File: config.mk
export PLATFORM = sky130hd
export DESIGN_NAME = flash_host_ctrl
export DESIGN_NICKNAME = d
export VERILOG_FILES = /design/src/verilog/flash_host_ctrl.v /design/src/verilog/flash_bus_cycle.v
export VERILOG_INCLUDE_DIRS = /design/src /design/src/verilog
export SDC_FILE = /design/constraint.sdc
export NUM_CORES = 1
export LEC_CHECK = 0
export BUFFER_PORTS_ARGS = -buffer_cell sky130_fd_sc_hd__buf_2
export CORE_ASPECT_RATIO = 1.2
export CORE_MARGIN = 5
export CORE_UTILIZATION = 55
export DETAILED_ROUTE_END_ITERATION = 12
export PLACE_DENSITY = 0.86
export SYNTH_ARGS = -nofsm -noshare
export SYNTH_HDL_FRONTEND = slang
export SYNTH_SLANG_ARGS = --single-unit
export TNS_END_PERCENT = 20
File: constraint.sdc
create_clock -name clk_i -period 2.48 [get_ports clk_i]
set_clock_uncertainty 0.1 [all_clocks]
set_input_delay 0 -clock clk_i [delete_from_list [all_inputs] [get_ports clk_i]]
set_output_delay 0 -clock clk_i [all_outputs]
set_load 0.005 [all_outputs]
File: src/verilog/flash_ctrl_consts.vh
// Constants for the parallel flash host controller
`ifndef FLASH_CTRL_CONSTS_VH
`define FLASH_CTRL_CONSTS_VH
// Wishbone register offsets (byte addresses)
`define REG_CTRL        4'h0
`define REG_ADDR        4'h4
`define REG_WDATA       4'h8
`define REG_STATUS      4'hC
// Command field codes in REG_CTRL[2:0]
`define OP_READ         3'h1
`define OP_WRITE        3'h2
`define OP_RESET        3'h3
`define OP_AUTOSEL      3'h4
`define OP_PROGRAM      3'h5
`define OP_POLL         3'h6
// Status bit positions
`define ST_BUSY         0
`define ST_TIMEOUT      1
`define ST_DONE         2
// Unlock sequence values
`define UNLOCK_ADDR1    17'h0_0555
`define UNLOCK_ADDR2    17'h0_02AA
`define UNLOCK_DATA1    8'hAA
`define UNLOCK_DATA2    8'h55
`define CMD_AUTOSEL     8'h90
`define CMD_PROGRAM     8'hA0
`define CMD_RESET       8'hF0
// Identification address offsets
`define ID_MAKER_ADDR   17'h0_0100
`define ID_PART_ADDR    17'h0_0001
// Bus timing: strobe width in ns, cycle counts at 20 ns
`define CLK_NS          20
`define STROBE_NS       70
`define STROBE_CYC      ((`STROBE_NS + `CLK_NS - 1) / `CLK_NS)
`define RESET_DATA      32'h0000_0000
`endif

File: src/verilog/flash_host_ctrl.v
// Host controller that drives a parallel flash through its pins
//
// Overview of operation
// RULE_01: Standby floats device data pins.
// RULE_02: CE or OE high floats data pins.
// RULE_03: Device reads array after power-up.
// RULE_04: Device returns to read after completion.
// RULE_05: Suspended sectors read status, others array.
// RULE_06: Host writes reset after timeout or identification.
// RULE_07: Identification codes selected by A1 A0.
// RULE_08: Sector number on top bits for protect check.
// RULE_09: Hold A8 high for maker code.
// RULE_10: Identification by high voltage or command.
// RULE_11: Write needs CE WE low, OE high.
// RULE_12: Address latched on later falling edge.
// RULE_13: Data latched on earlier rising edge.
// RULE_14: Completion found by polling status bits.
// RULE_15: Protected sectors refuse program and erase.
// RULE_16: Stable address brings automatic sleep.
// RULE_17: Supply lockout ignores writes and resets.
// RULE_18: Short strobe glitches start no write.
// RULE_19: All strobes low counts as read.
// RULE_20: Power-up locks out writes.
// RULE_21: Unlock cycles precede program or erase.
// RULE_22: Two unlocks then identification command.
// RULE_23: Bad sequence returns device to read.
// RULE_24: Identification reads return codes until exit.
`timescale 1ns/1ns
`include "flash_ctrl_consts.vh"
module flash_host_ctrl (
    // Clock and reset
    input  wire        clk_i,
    input  wire        rst_i,
    // Wishbone slave
    input  wire        wb_cyc_i,
    input  wire        wb_stb_i,
    input  wire        wb_we_i,
    input  wire [3:0]  wb_adr_i,
    input  wire [3:0]  wb_sel_i,
    input  wire [31:0] wb_dat_i,
    output reg  [31:0] wb_dat_o,
    output reg         wb_ack_o,
    // Flash pins
    output wire [16:0] fl_addr_o,
    output wire [7:0]  fl_dq_o,
    output wire        fl_dq_oe_o,
    input  wire [7:0]  fl_dq_i,
    output wire        fl_ce_n_o,
    output wire        fl_oe_n_o,
    output wire        fl_we_n_o
);
    // ***********************************
    // Sequencer states
    // ***********************************
    localparam Q_IDLE  = 3'd0;
    localparam Q_ISSUE = 3'd1;
    localparam Q_WAIT  = 3'd2;
    localparam Q_POLL  = 3'd3;
    localparam Q_POLL2 = 3'd4;

    reg  [2:0]  state;        // Sequencer state
    reg  [2:0]  op;           // Operation in progress
    reg  [2:0]  step;         // Index of bus cycle within sequence
    reg  [16:0] addr;         // Target flash address register
    reg  [7:0]  wdata;        // Write data register
    reg  [7:0]  rdata;        // Last byte read
    reg         busy;         // Sequence running
    reg         timeout;      // Sticky timeout flag seen while polling
    reg         done;         // Sticky completion flag
    reg  [7:0]  prev_rd;      // Previous poll byte for toggle compare
    reg         start;        // Pulse to the cycle engine
    reg         cyc_wr;       // Direction to the cycle engine
    reg  [16:0] cyc_addr;     // Address to the cycle engine
    reg  [7:0]  cyc_data;     // Data to the cycle engine
    wire        cyc_done;     // Engine finished a cycle
    wire [7:0]  cyc_rdata;    // Engine read byte
    reg  [2:0]  last_step;    // Final step index for the running op
    reg  [16:0] next_addr;    // Address for the current step
    reg  [7:0]  next_data;    // Data for the current step
    reg         next_wr;      // Direction for the current step

    // Number of bus cycles per operation
    function [2:0] op_len;
        input [2:0] o;
        begin
            case (o)
                `OP_AUTOSEL: op_len = 3'd3;   // Unlock, unlock, command RULE_22 RULE_10
                `OP_PROGRAM: op_len = 3'd4;   // Unlock pair, setup, data RULE_21
                default:     op_len = 3'd1;
            endcase
        end
    endfunction

    // ***********************************
    // Per-step address and data of a command sequence
    // ***********************************
    always @* begin
        // Raw writes pass straight through; a broken sequence parks the device RULE_23
        next_wr   = 1'b1;
        next_addr = addr;
        next_data = wdata;
        last_step = op_len(op) - 3'd1;
        if (op == `OP_AUTOSEL || op == `OP_PROGRAM) begin
            case (step)
                3'd0: begin
                    next_addr = `UNLOCK_ADDR1;
                    next_data = `UNLOCK_DATA1;
                end
                3'd1: begin
                    next_addr = `UNLOCK_ADDR2;
                    next_data = `UNLOCK_DATA2;
                end
                3'd2: begin
                    next_addr = `UNLOCK_ADDR1;
                    next_data = (op == `OP_AUTOSEL) ? `CMD_AUTOSEL : `CMD_PROGRAM;
                end
                default: begin
                    next_addr = addr;
                    next_data = wdata;
                end
            endcase
        end else if (op == `OP_RESET) begin
            next_data = `CMD_RESET;       // Leave timeout or identification RULE_06
        end else if (op == `OP_READ || op == `OP_POLL) begin
            // Identification reads use addr with A1 A0 and A8 set by software
            // Sector number rides on the top address bits for protect checks
            next_wr = 1'b0;               // RULE_07 RULE_09 RULE_24 RULE_08
        end
    end

    // ***********************************
    // Wishbone registers and sequencer
    // ***********************************
    always @(posedge clk_i) begin
        if (rst_i) begin
            // No command after reset: the device is left in array read
            state    <= Q_IDLE;   // RULE_03 RULE_17 RULE_20
            op       <= 3'h0;
            step     <= 3'h0;
            addr     <= 17'h0_0000;
            wdata    <= 8'h00;
            rdata    <= 8'h00;
            busy     <= 1'b0;
            timeout  <= 1'b0;
            done     <= 1'b0;
            prev_rd  <= 8'h00;
            start    <= 1'b0;
            cyc_wr   <= 1'b0;
            cyc_addr <= 17'h0_0000;
            cyc_data <= 8'h00;
            wb_ack_o <= 1'b0;
            wb_dat_o <= `RESET_DATA;
        end else begin
            start    <= 1'b0;
            wb_ack_o <= 1'b0;
            // Register access, one wait state, ack drops next cycle
            if (wb_cyc_i && wb_stb_i && !wb_ack_o) begin
                wb_ack_o <= 1'b1;
                wb_dat_o <= 32'h0000_0000;
                if (wb_we_i) begin
                    case (wb_adr_i)
                        `REG_ADDR:  if (wb_sel_i[0]) addr <= wb_dat_i[16:0];
                        `REG_WDATA: if (wb_sel_i[0]) wdata <= wb_dat_i[7:0];
                        `REG_CTRL: begin
                            // New orders only when idle; busy refuses them
                            if (wb_sel_i[0] && !busy && wb_dat_i[2:0] != 3'h0) begin
                                op    <= wb_dat_i[2:0];
                                step  <= 3'h0;
                                busy  <= 1'b1;
                                state <= Q_ISSUE;
                                if (wb_dat_i[2:0] == `OP_POLL) begin
                                    done    <= 1'b0;
                                    timeout <= 1'b0;
                                end
                            end
                        end
                        default: ;
                    endcase
                end else begin
                    case (wb_adr_i)
                        `REG_CTRL:   wb_dat_o <= {29'h0, op};
                        `REG_ADDR:   wb_dat_o <= {15'h0, addr};
                        `REG_WDATA:  wb_dat_o <= {24'h0, wdata};
                        `REG_STATUS: wb_dat_o <= {16'h0, rdata, 5'h0,
                                                  done, timeout, busy};
                        default:     wb_dat_o <= 32'h0000_0000;
                    endcase
                end
            end
            case (state)
                Q_IDLE: ;
                Q_ISSUE: begin
                    start    <= 1'b1;
                    cyc_wr   <= next_wr;
                    cyc_addr <= next_addr;
                    cyc_data <= next_data;
                    state    <= Q_WAIT;
                end
                Q_WAIT: begin
                    if (cyc_done) begin
                        rdata <= cyc_rdata;
                        if (op == `OP_POLL) begin
                            prev_rd <= cyc_rdata;
                            state   <= Q_POLL;
                        end else if (step == last_step) begin
                            busy  <= 1'b0;
                            done  <= 1'b1;
                            state <= Q_IDLE;
                        end else begin
                            step  <= step + 3'd1;
                            state <= Q_ISSUE;
                        end
                    end
                end
                Q_POLL: begin
                    // Second read for the toggle compare; status reads also
                    // cover suspended sectors RULE_14 RULE_05
                    start    <= 1'b1;
                    cyc_wr   <= 1'b0;
                    cyc_addr <= addr;
                    state    <= Q_POLL2;
                end
                Q_POLL2: begin
                    if (cyc_done) begin
                        rdata <= cyc_rdata;
                        if (cyc_rdata[6] == prev_rd[6]) begin
                            // Toggle stopped: back in read mode, or refused RULE_04 RULE_14
                            // A protected target never toggles at all RULE_15
                            busy  <= 1'b0;
                            done  <= 1'b1;
                            state <= Q_IDLE;
                        end else if (cyc_rdata[5]) begin
                            // Timeout bit high: software must issue reset RULE_06
                            busy    <= 1'b0;
                            timeout <= 1'b1;
                            state   <= Q_IDLE;
                        end else begin
                            prev_rd <= cyc_rdata;
                            state   <= Q_POLL;
                        end
                    end
                end
                default: state <= Q_IDLE;
            endcase
        end
    end

    // ***********************************
    // Pin cycle engine
    // ***********************************
    flash_bus_cycle u_cycle (
        .clk_i      (clk_i),
        .rst_i      (rst_i),
        .start_i    (start),
        .write_i    (cyc_wr),
        .addr_i     (cyc_addr),
        .wdata_i    (cyc_data),
        .done_o     (cyc_done),
        .rdata_o    (cyc_rdata),
        .fl_addr_o  (fl_addr_o),
        .fl_dq_o    (fl_dq_o),
        .fl_dq_oe_o (fl_dq_oe_o),
        .fl_dq_i    (fl_dq_i),
        .fl_ce_n_o  (fl_ce_n_o),
        .fl_oe_n_o  (fl_oe_n_o),
        .fl_we_n_o  (fl_we_n_o)
    );
endmodule // flash_host_ctrl

File: src/verilog/flash_bus_cycle.v
// Single strobe-timed bus cycle engine for the flash pins
`timescale 1ns/1ns
`include "flash_ctrl_consts.vh"
module flash_bus_cycle (
    // Clock and reset
    input  wire        clk_i,
    input  wire        rst_i,
    // Request
    input  wire        start_i,
    input  wire        write_i,
    input  wire [16:0] addr_i,
    input  wire [7:0]  wdata_i,
    output reg         done_o,
    output reg  [7:0]  rdata_o,
    // Flash pins
    output reg  [16:0] fl_addr_o,
    output reg  [7:0]  fl_dq_o,
    output reg         fl_dq_oe_o,
    input  wire [7:0]  fl_dq_i,
    output reg         fl_ce_n_o,
    output reg         fl_oe_n_o,
    output reg         fl_we_n_o
);
    localparam S_IDLE = 2'd0;
    localparam S_SET  = 2'd1;
    localparam S_HOLD = 2'd2;
    localparam S_END  = 2'd3;
    reg [1:0] state;      // Cycle phase
    reg [3:0] cnt;        // Strobe width counter
    reg [7:0] dq_s1;      // Data pin synchroniser stage 1
    reg [7:0] dq_s2;      // Data pin synchroniser stage 2
    reg       is_wr;      // Current cycle is a write

    // ***********************************
    // Data pins come from outside: two flops
    // ***********************************
    always @(posedge clk_i) begin
        dq_s1 <= fl_dq_i;
        dq_s2 <= dq_s1;
    end

    // ***********************************
    // Strobe sequencing
    // ***********************************
    always @(posedge clk_i) begin
        if (rst_i) begin
            state      <= S_IDLE;
            cnt        <= 4'h0;
            done_o     <= 1'b0;
            rdata_o    <= 8'h00;
            fl_addr_o  <= 17'h0_0000;
            fl_dq_o    <= 8'h00;
            fl_dq_oe_o <= 1'b0;
            fl_ce_n_o  <= 1'b1;   // Standby, device floats its pins RULE_01
            fl_oe_n_o  <= 1'b1;
            fl_we_n_o  <= 1'b1;
            is_wr      <= 1'b0;
        end else begin
            done_o <= 1'b0;
            case (state)
                S_IDLE: begin
                    if (start_i) begin
                        // Address settles before any strobe falls
                        // Held through the cycle so the later fall latches it RULE_12
                        fl_addr_o <= addr_i;  // Steady address lets the device sleep RULE_16
                        fl_dq_o   <= wdata_i;
                        is_wr     <= write_i;
                        state     <= S_SET;
                    end
                end
                S_SET: begin
                    // Write: CE and WE low, OE held high RULE_11
                    // Never all three low, that reads as a read RULE_19
                    fl_ce_n_o  <= 1'b0;
                    fl_we_n_o  <= ~is_wr;
                    fl_oe_n_o  <= is_wr;
                    fl_dq_oe_o <= is_wr;
                    cnt        <= 4'h0;
                    state      <= S_HOLD;
                end
                S_HOLD: begin
                    // Width well above the glitch filter RULE_18
                    if (cnt == `STROBE_CYC + 1) begin
                        fl_we_n_o <= 1'b1;  // Data latched on this rise RULE_13
                        fl_oe_n_o <= 1'b1;  // Device floats its pins RULE_02
                        fl_ce_n_o <= 1'b1;
                        rdata_o   <= dq_s2;
                        state     <= S_END;
                    end else begin
                        cnt <= cnt + 4'h1;
                    end
                end
                S_END: begin
                    // Release data a cycle after the strobes rise for hold time
                    fl_dq_oe_o <= 1'b0;
                    done_o     <= 1'b1;
                    state      <= S_IDLE;
                end
                default: state <= S_IDLE;
            endcase
        end
    end
endmodule // flash_bus_cycle

# Word level (Yosys, flattened, before mapping)
# Index checks and enable logic that the tools add are counted.
[totals]
register_bits = 173
wordCells = 175
[op_classes]
n_addsub = 3
n_eq_ne = 29
n_mux = 83
bitwise = 1
n_reduce_logical = 30
[ops]
columns = ["operator", "n"]
rows = [
  ["case mux 17 bit (2 select lines)", 2],
  ["case mux 17 bit (4 select lines)", 1],
  ["2-to-1 mux 3 bit", 14],
  ["2-to-1 mux 1 bit", 37],
  ["2-to-1 mux 7 bit", 5],
  ["2-to-1 mux 17 bit", 2],
  ["case mux 8 bit (3 select lines)", 1],
  ["2-to-1 mux 8 bit", 2],
  ["equality test 3 bit, second input constant", 5],
  ["case mux 3 bit (5 select lines)", 1],
  ["case mux 1 bit (2 select lines)", 7],
  ["case mux 7 bit (2 select lines)", 1],
  ["equality test 3 x 2 -> 1 bit, second input constant", 4],
  ["AND reduction 2 bit", 6],
  ["AND reduction 4 bit", 3],
  ["2-to-1 mux 2 bit", 5],
  ["inequality test 2 bit, second input constant", 5],
  ["equality test 3 x 1 -> 1 bit, second input constant", 3],
  ["equality test 4 x 3 -> 1 bit, second input constant", 2],
  ["equality test 4 bit, second input constant", 2],
  ["case mux 2 bit (4 select lines)", 1],
  ["case mux 4 bit (2 select lines)", 1],
  ["nonzero test 2 bit", 4],
  ["zero test 3 bit", 2],
  ["20 further kinds", 30],
]

# Longest topological paths before layout
[depth]
word_depth = 11
depth_mapped = 7
mapped_depth_nobuf = 6

# By module
# A second synthesis with hierarchy kept.
[unflattened]
cells_unflattened = 702
area_unflattened_um2 = 6117.1
[modules_own_cells]
columns = ["module", "n_inst", "cells_per_inst", "area_per_inst_um2", "seq_area_each_um2"]
rows = [
  ["flash_host_ctrl", 1, 472, 4047.6, 1821.7],
  ["flash_bus_cycle", 1, 230, 2069.5, 1221.2],
]

# Least setup slack after synthesis
# No wires, ideal clock.
[synth_timing]
path_type = "register -> register"
startpoint = "register step[0]"
endpoint = "register cyc_data[0]"
setup_ns = 0.070
arrival_time_ns = 1.654
path_slack_ns = 0.656
path_stages_with_launch = 8
n_path_buf = 1
synth_period_minus_slack_ns = 1.824
cell_sequence = "dfxtp_1 -> clkbuf_2 -> inv_1 -> ha_1 -> or3_1 -> a21boi_1 -> nand2_1 -> a21oi_1"
[synth_between]
elab_chain_cells = 3
word_cells_on_any_way = 5
cone_classes = "2 x eq/ne; 2 x mux; 1 x reduce/logical"
[synth_rtl]
columns = ["element", "line", "source"]
rows = [
  ["from (decl)", "flash_host_ctrl.v:63", "reg [2:0] step;"],
  ["from (signal assigned)", "flash_host_ctrl.v:210", "step <= step + 3'd1;"],
  ["equality test 3 x 2 -> 1 bit, or another cell as far along", "flash_host_ctrl.v:104", "case (step)"],
  ["case mux 8 bit (3 select lines) *", "flash_host_ctrl.v:104", ""],
  ["2-to-1 mux 8 bit *", "flash_host_ctrl.v:103", "if (op == `OP_AUTOSEL || op == `OP_PROGRAM) begin"],
  ["to (signal assigned)", "flash_host_ctrl.v:196", "cyc_data <= next_data;"],
  ["to (decl)", "flash_host_ctrl.v:74", "reg [7:0] cyc_data;"],
]
# Mark *: on every way between the ends. The rest lies on a longest branch, timed or not.
# A chain may end at the register's enable or synchronous reset.

# Worst setup path after layout
# Same ends and word-level chain as after synthesis.

==> results.md <==
* Congestion Overflow GR at 0
* Share of the synthesized area in the top cell type at 0.485
* Vias per inst at 5.75
* Top_reg_cell synth: dfxtp_1
* Worst Path Required at 2.72 ns
* Minimum clock period at 2.16 ns
* Sequential area share after synthesis at 0.485
* Htree depth at 4
* Clock Latency Late Sink at 0.42 ns
* Hold Path Class: primary input to flip-flop
* Reg-to-Reg End: cyc_data[0]
* Max-slew violation count at 0
* Layout area overhead at 21.0%
* Wire length of the first global-routing pass at 26700 um
* CTS buffer count at 17
* Clock transition at path regs at 0.06 ns
* R2R depth at 6
* Top Family by Delay on Critical Path: simple AND/OR/NAND/NOR gates
* Post-Synthesis Cells at 699
* Status: completed
* Tcrit/Tclk final at 0.872
* Clk root buf: clkbuf_16
* Row count at 42
* Hold path startpoint: wb_adr_i[0]
* GPL Wtd Cong at 0.887
* Least-Margin Pin Slew at 0.771 ns
* Syn Std Cell Area at 0.00627 mm^2
* CP startpoint kind: flip-flop
* Worst Setup End Kind: flip-flop
* ANT nets after route at 0
* Via count of the routed design at 5535
* Max stage delay on crit path at 0.51 ns
* Cell chain of the critical path: inv_1 -> ha_1 -> or3_1 -> a21boi_1 -> nand2_1 -> a21oi_1
* Initial DRC Count at 434
* DP HPWL at 10900 um
* Drt drc at 0
* Die height at 127 um
* Total Power at 5.44 mW
* Yosys cell types at 70
* Initial Utilization at 0.566
* CP arrival at 2.41 ns
* Reg2Reg Setup Slack at 0.32 ns
* CTS resizes at 0
* Drt wl/cell at 17.4 um
* Number of synthesized flops with an enable pin at 0
* Max Cap Viol at 0
* Syn_area_per_cell at 8.98 um^2
* Critical path fanouts, max at 9
* Critical path buffer and inverter count at 1
* Top Ports at 115
* Max Fclk at 462 MHz
* Most Crowded Layer GR: met2
* Clock Path Buffers at 2
* Post-synthesis register bit count at 152
* Async SR Flop Fraction at 0
* WHS Endpoint: wb_dat_o[1]
* Port buffer count at 81
* Area contributors post-synth: dfxtp_1 (48%), a21oi_1 (6.1%), nand2_1 (6.1%), nor2_1 (4.6%), mux2i_1 (3.8%)
* Met1 usage at 0.293
* Critical path type: flip-flop to flip-flop
* Fraction of layout instances using a drive strength above 1 at 0.193
* Initial antenna violation count at 0
* Yosys warns at 0
* Setup TNS at 0 ns
* Worst rel slew slack at 0.483
* Leak at 3.13 nW
* Clock Sinks at 152
* Core area at 0.0111 mm^2
* Fin cells at 962
* Finish-stage setup viols at 0
* Peak supply drop at 652 uV
* P per Cell Area at 716 mW/mm^2
* Vias in the first global route at 5553
* Largest net degree at the start of global routing at 51
* R2R Path Start: step[0]
* RSZ-0062 raised after global routing: no
* Hold Path Depth at 5
* Synth area leader: dfxtp_1
* Clock tree from TritonCTS: yes
* Nets at 859
* Worst path slowest cell: dfxtp_1
* ANT cells at 0
* Pre-antenna DRT Iters at 5
* DIE AREA at 0.0137 mm^2
* Chip width at 108 um
* GRT Total Usage at 0.245
* Met3 Usage GRT at 0.0540
* WL final at 16700 um
* DP Cell Count at 902
* Fin. Hold Viols at 0
* Met2 GRT Util at 0.416
[metal layers]
layer  up-vias  routed length (um)
li1       2593                   -
met3        52                1200
met2       228                8470
met1      2662                6610
met4         0                 456
met5         -                   0
[state kept, by name, indices dropped and copies added (netlist names), 8 cells and up]
name / cells
u_cycle.dq_s2: 8
wdata: 8
cyc_data: 8
u_cycle.rdata_o: 8
wb_dat_o: 17
u_cycle.dq_s1: 8
addr: 17
u_cycle.fl_dq_o: 8
u_cycle.fl_addr_o: 17
cyc_addr: 17
rdata: 8
[cell type report]
cell class	instances	area, um^2
fillers	811	3490
flip-flops and latches	152	3040
multi-input cells	492	2920
repair buffers	122	786
clock buffers	20	447
well taps	154	193
clock inverters	12	164
inverters	10	37.5
[worst register-to-register path, cell delays in order, from the launching register on]
cell	delay (ns)
dfxtp_1	0.51
inv_1	0.18
ha_1	0.26
or3_1	0.45
a21boi_1	0.33
nand2_1	0.10
a21oi_1	0.16
[stage by stage]
stage / worst slack [ns] / utilization / hold slack, ns / instance area [um^2]
final: 0.317 / 0.685 / 0.0295 / 7590
after detailed placement: 0.418 / 0.604 / 0.00357 / 6700
after global placement: 0.474 / 0.604 / 0.00245 / 6700
after floorplan: 0.656 / - / -0.0723 / 6330
after CTS: 0.356 / 0.685 / 0.0193 / 7590
after global routing: 0.131 / 0.685 / 0.0340 / 7590
[synth_stat cells (3+ instances only)]
cell type  number
nand3b_1        6
dfxtp_1       152
a21oi_1        77
ha_1           11
a211oi_1        6
nor3_1          4
a22o_1          6
nor2_1         77
nand2b_1        6
a32oi_1         3
xor2_1          3
o21ai_0        31
mux2_2          9
inv_1          10
nand3_1        17
nor2b_1         8
o311ai_0        3
buf_2           8
mux2i_1        24
clkbuf_1       25
a22oi_1        23
buf_4          17
nand2_1       102
buf_1           5
and3_1          3
mux4_2          3
[how the worst max path moves through the flow]
stage	startpoint	to	slack, ns	depth (start not counted)
after floorplan	step[0]	cyc_data[0]	0.66	7
after global placement	step[0]	cyc_data[1]	0.47	6
after detailed placement	step[0]	cyc_data[2]	0.42	6
after CTS	step[0]	cyc_data[0]	0.36	6
after global routing	step[0]	cyc_data[0]	0.13	6
final	step[0]	cyc_data[0]	0.32	6
[what timing repair did]
item,in CTS,in global routing
buffers inserted,0,0
hold endpoints to repair,72,0
hold buffers,28,0
[layout by cell type (no fill, tap or decap), types with 3 or more instances in the layout]
master and instances:
dlygate4sd3_1 28, inv_1 10, o311ai_0 3, bufinv_16 3
nand2b_1 6, nand3b_1 6, nand3_1 17, a32oi_1 3
xor2_1 3, a211oi_1 6, conb_1 15, mux2i_1 24
and3_1 3, a22o_1 6, a22oi_1 23, nor3_1 4
nand2_1 102, o21ai_0 31, a21oi_1 77, buf_4 14
dfxtp_1 152, ha_1 11, nor2_1 77, mux2_2 9
mux4_2 3, clkbuf_16 17, buf_2 80, nor2b_1 8
clkinv_4 3, inv_6 4
[where the power goes]
part	switching, mW	internal [mW]	total [mW]
combinational	0.163	0.113	0.276
sequential	0.0191	2.47	2.49
clock	1.04	1.63	2.67
[cell families (layout without fill, tap and decap cells)]
family / Yosys count / in the layout / synth area share
flip-flops: 152 / 152 / 0.485
XOR/XNOR: 5 / 5 / 0.00698
AND/OR/NAND/NOR: 250 / 250 / 0.187
AO/OA/AOI/OAI: 174 / 174 / 0.173
multiplexers: 37 / 37 / 0.0676
adder cells (fa/ha/maj): 11 / 11 / 0.0219
other: 1 / 15 / 0.000598
buffers and inverters: 69 / 164 / 0.0574
No activity file was read; power rests on OpenSTA's default activity.
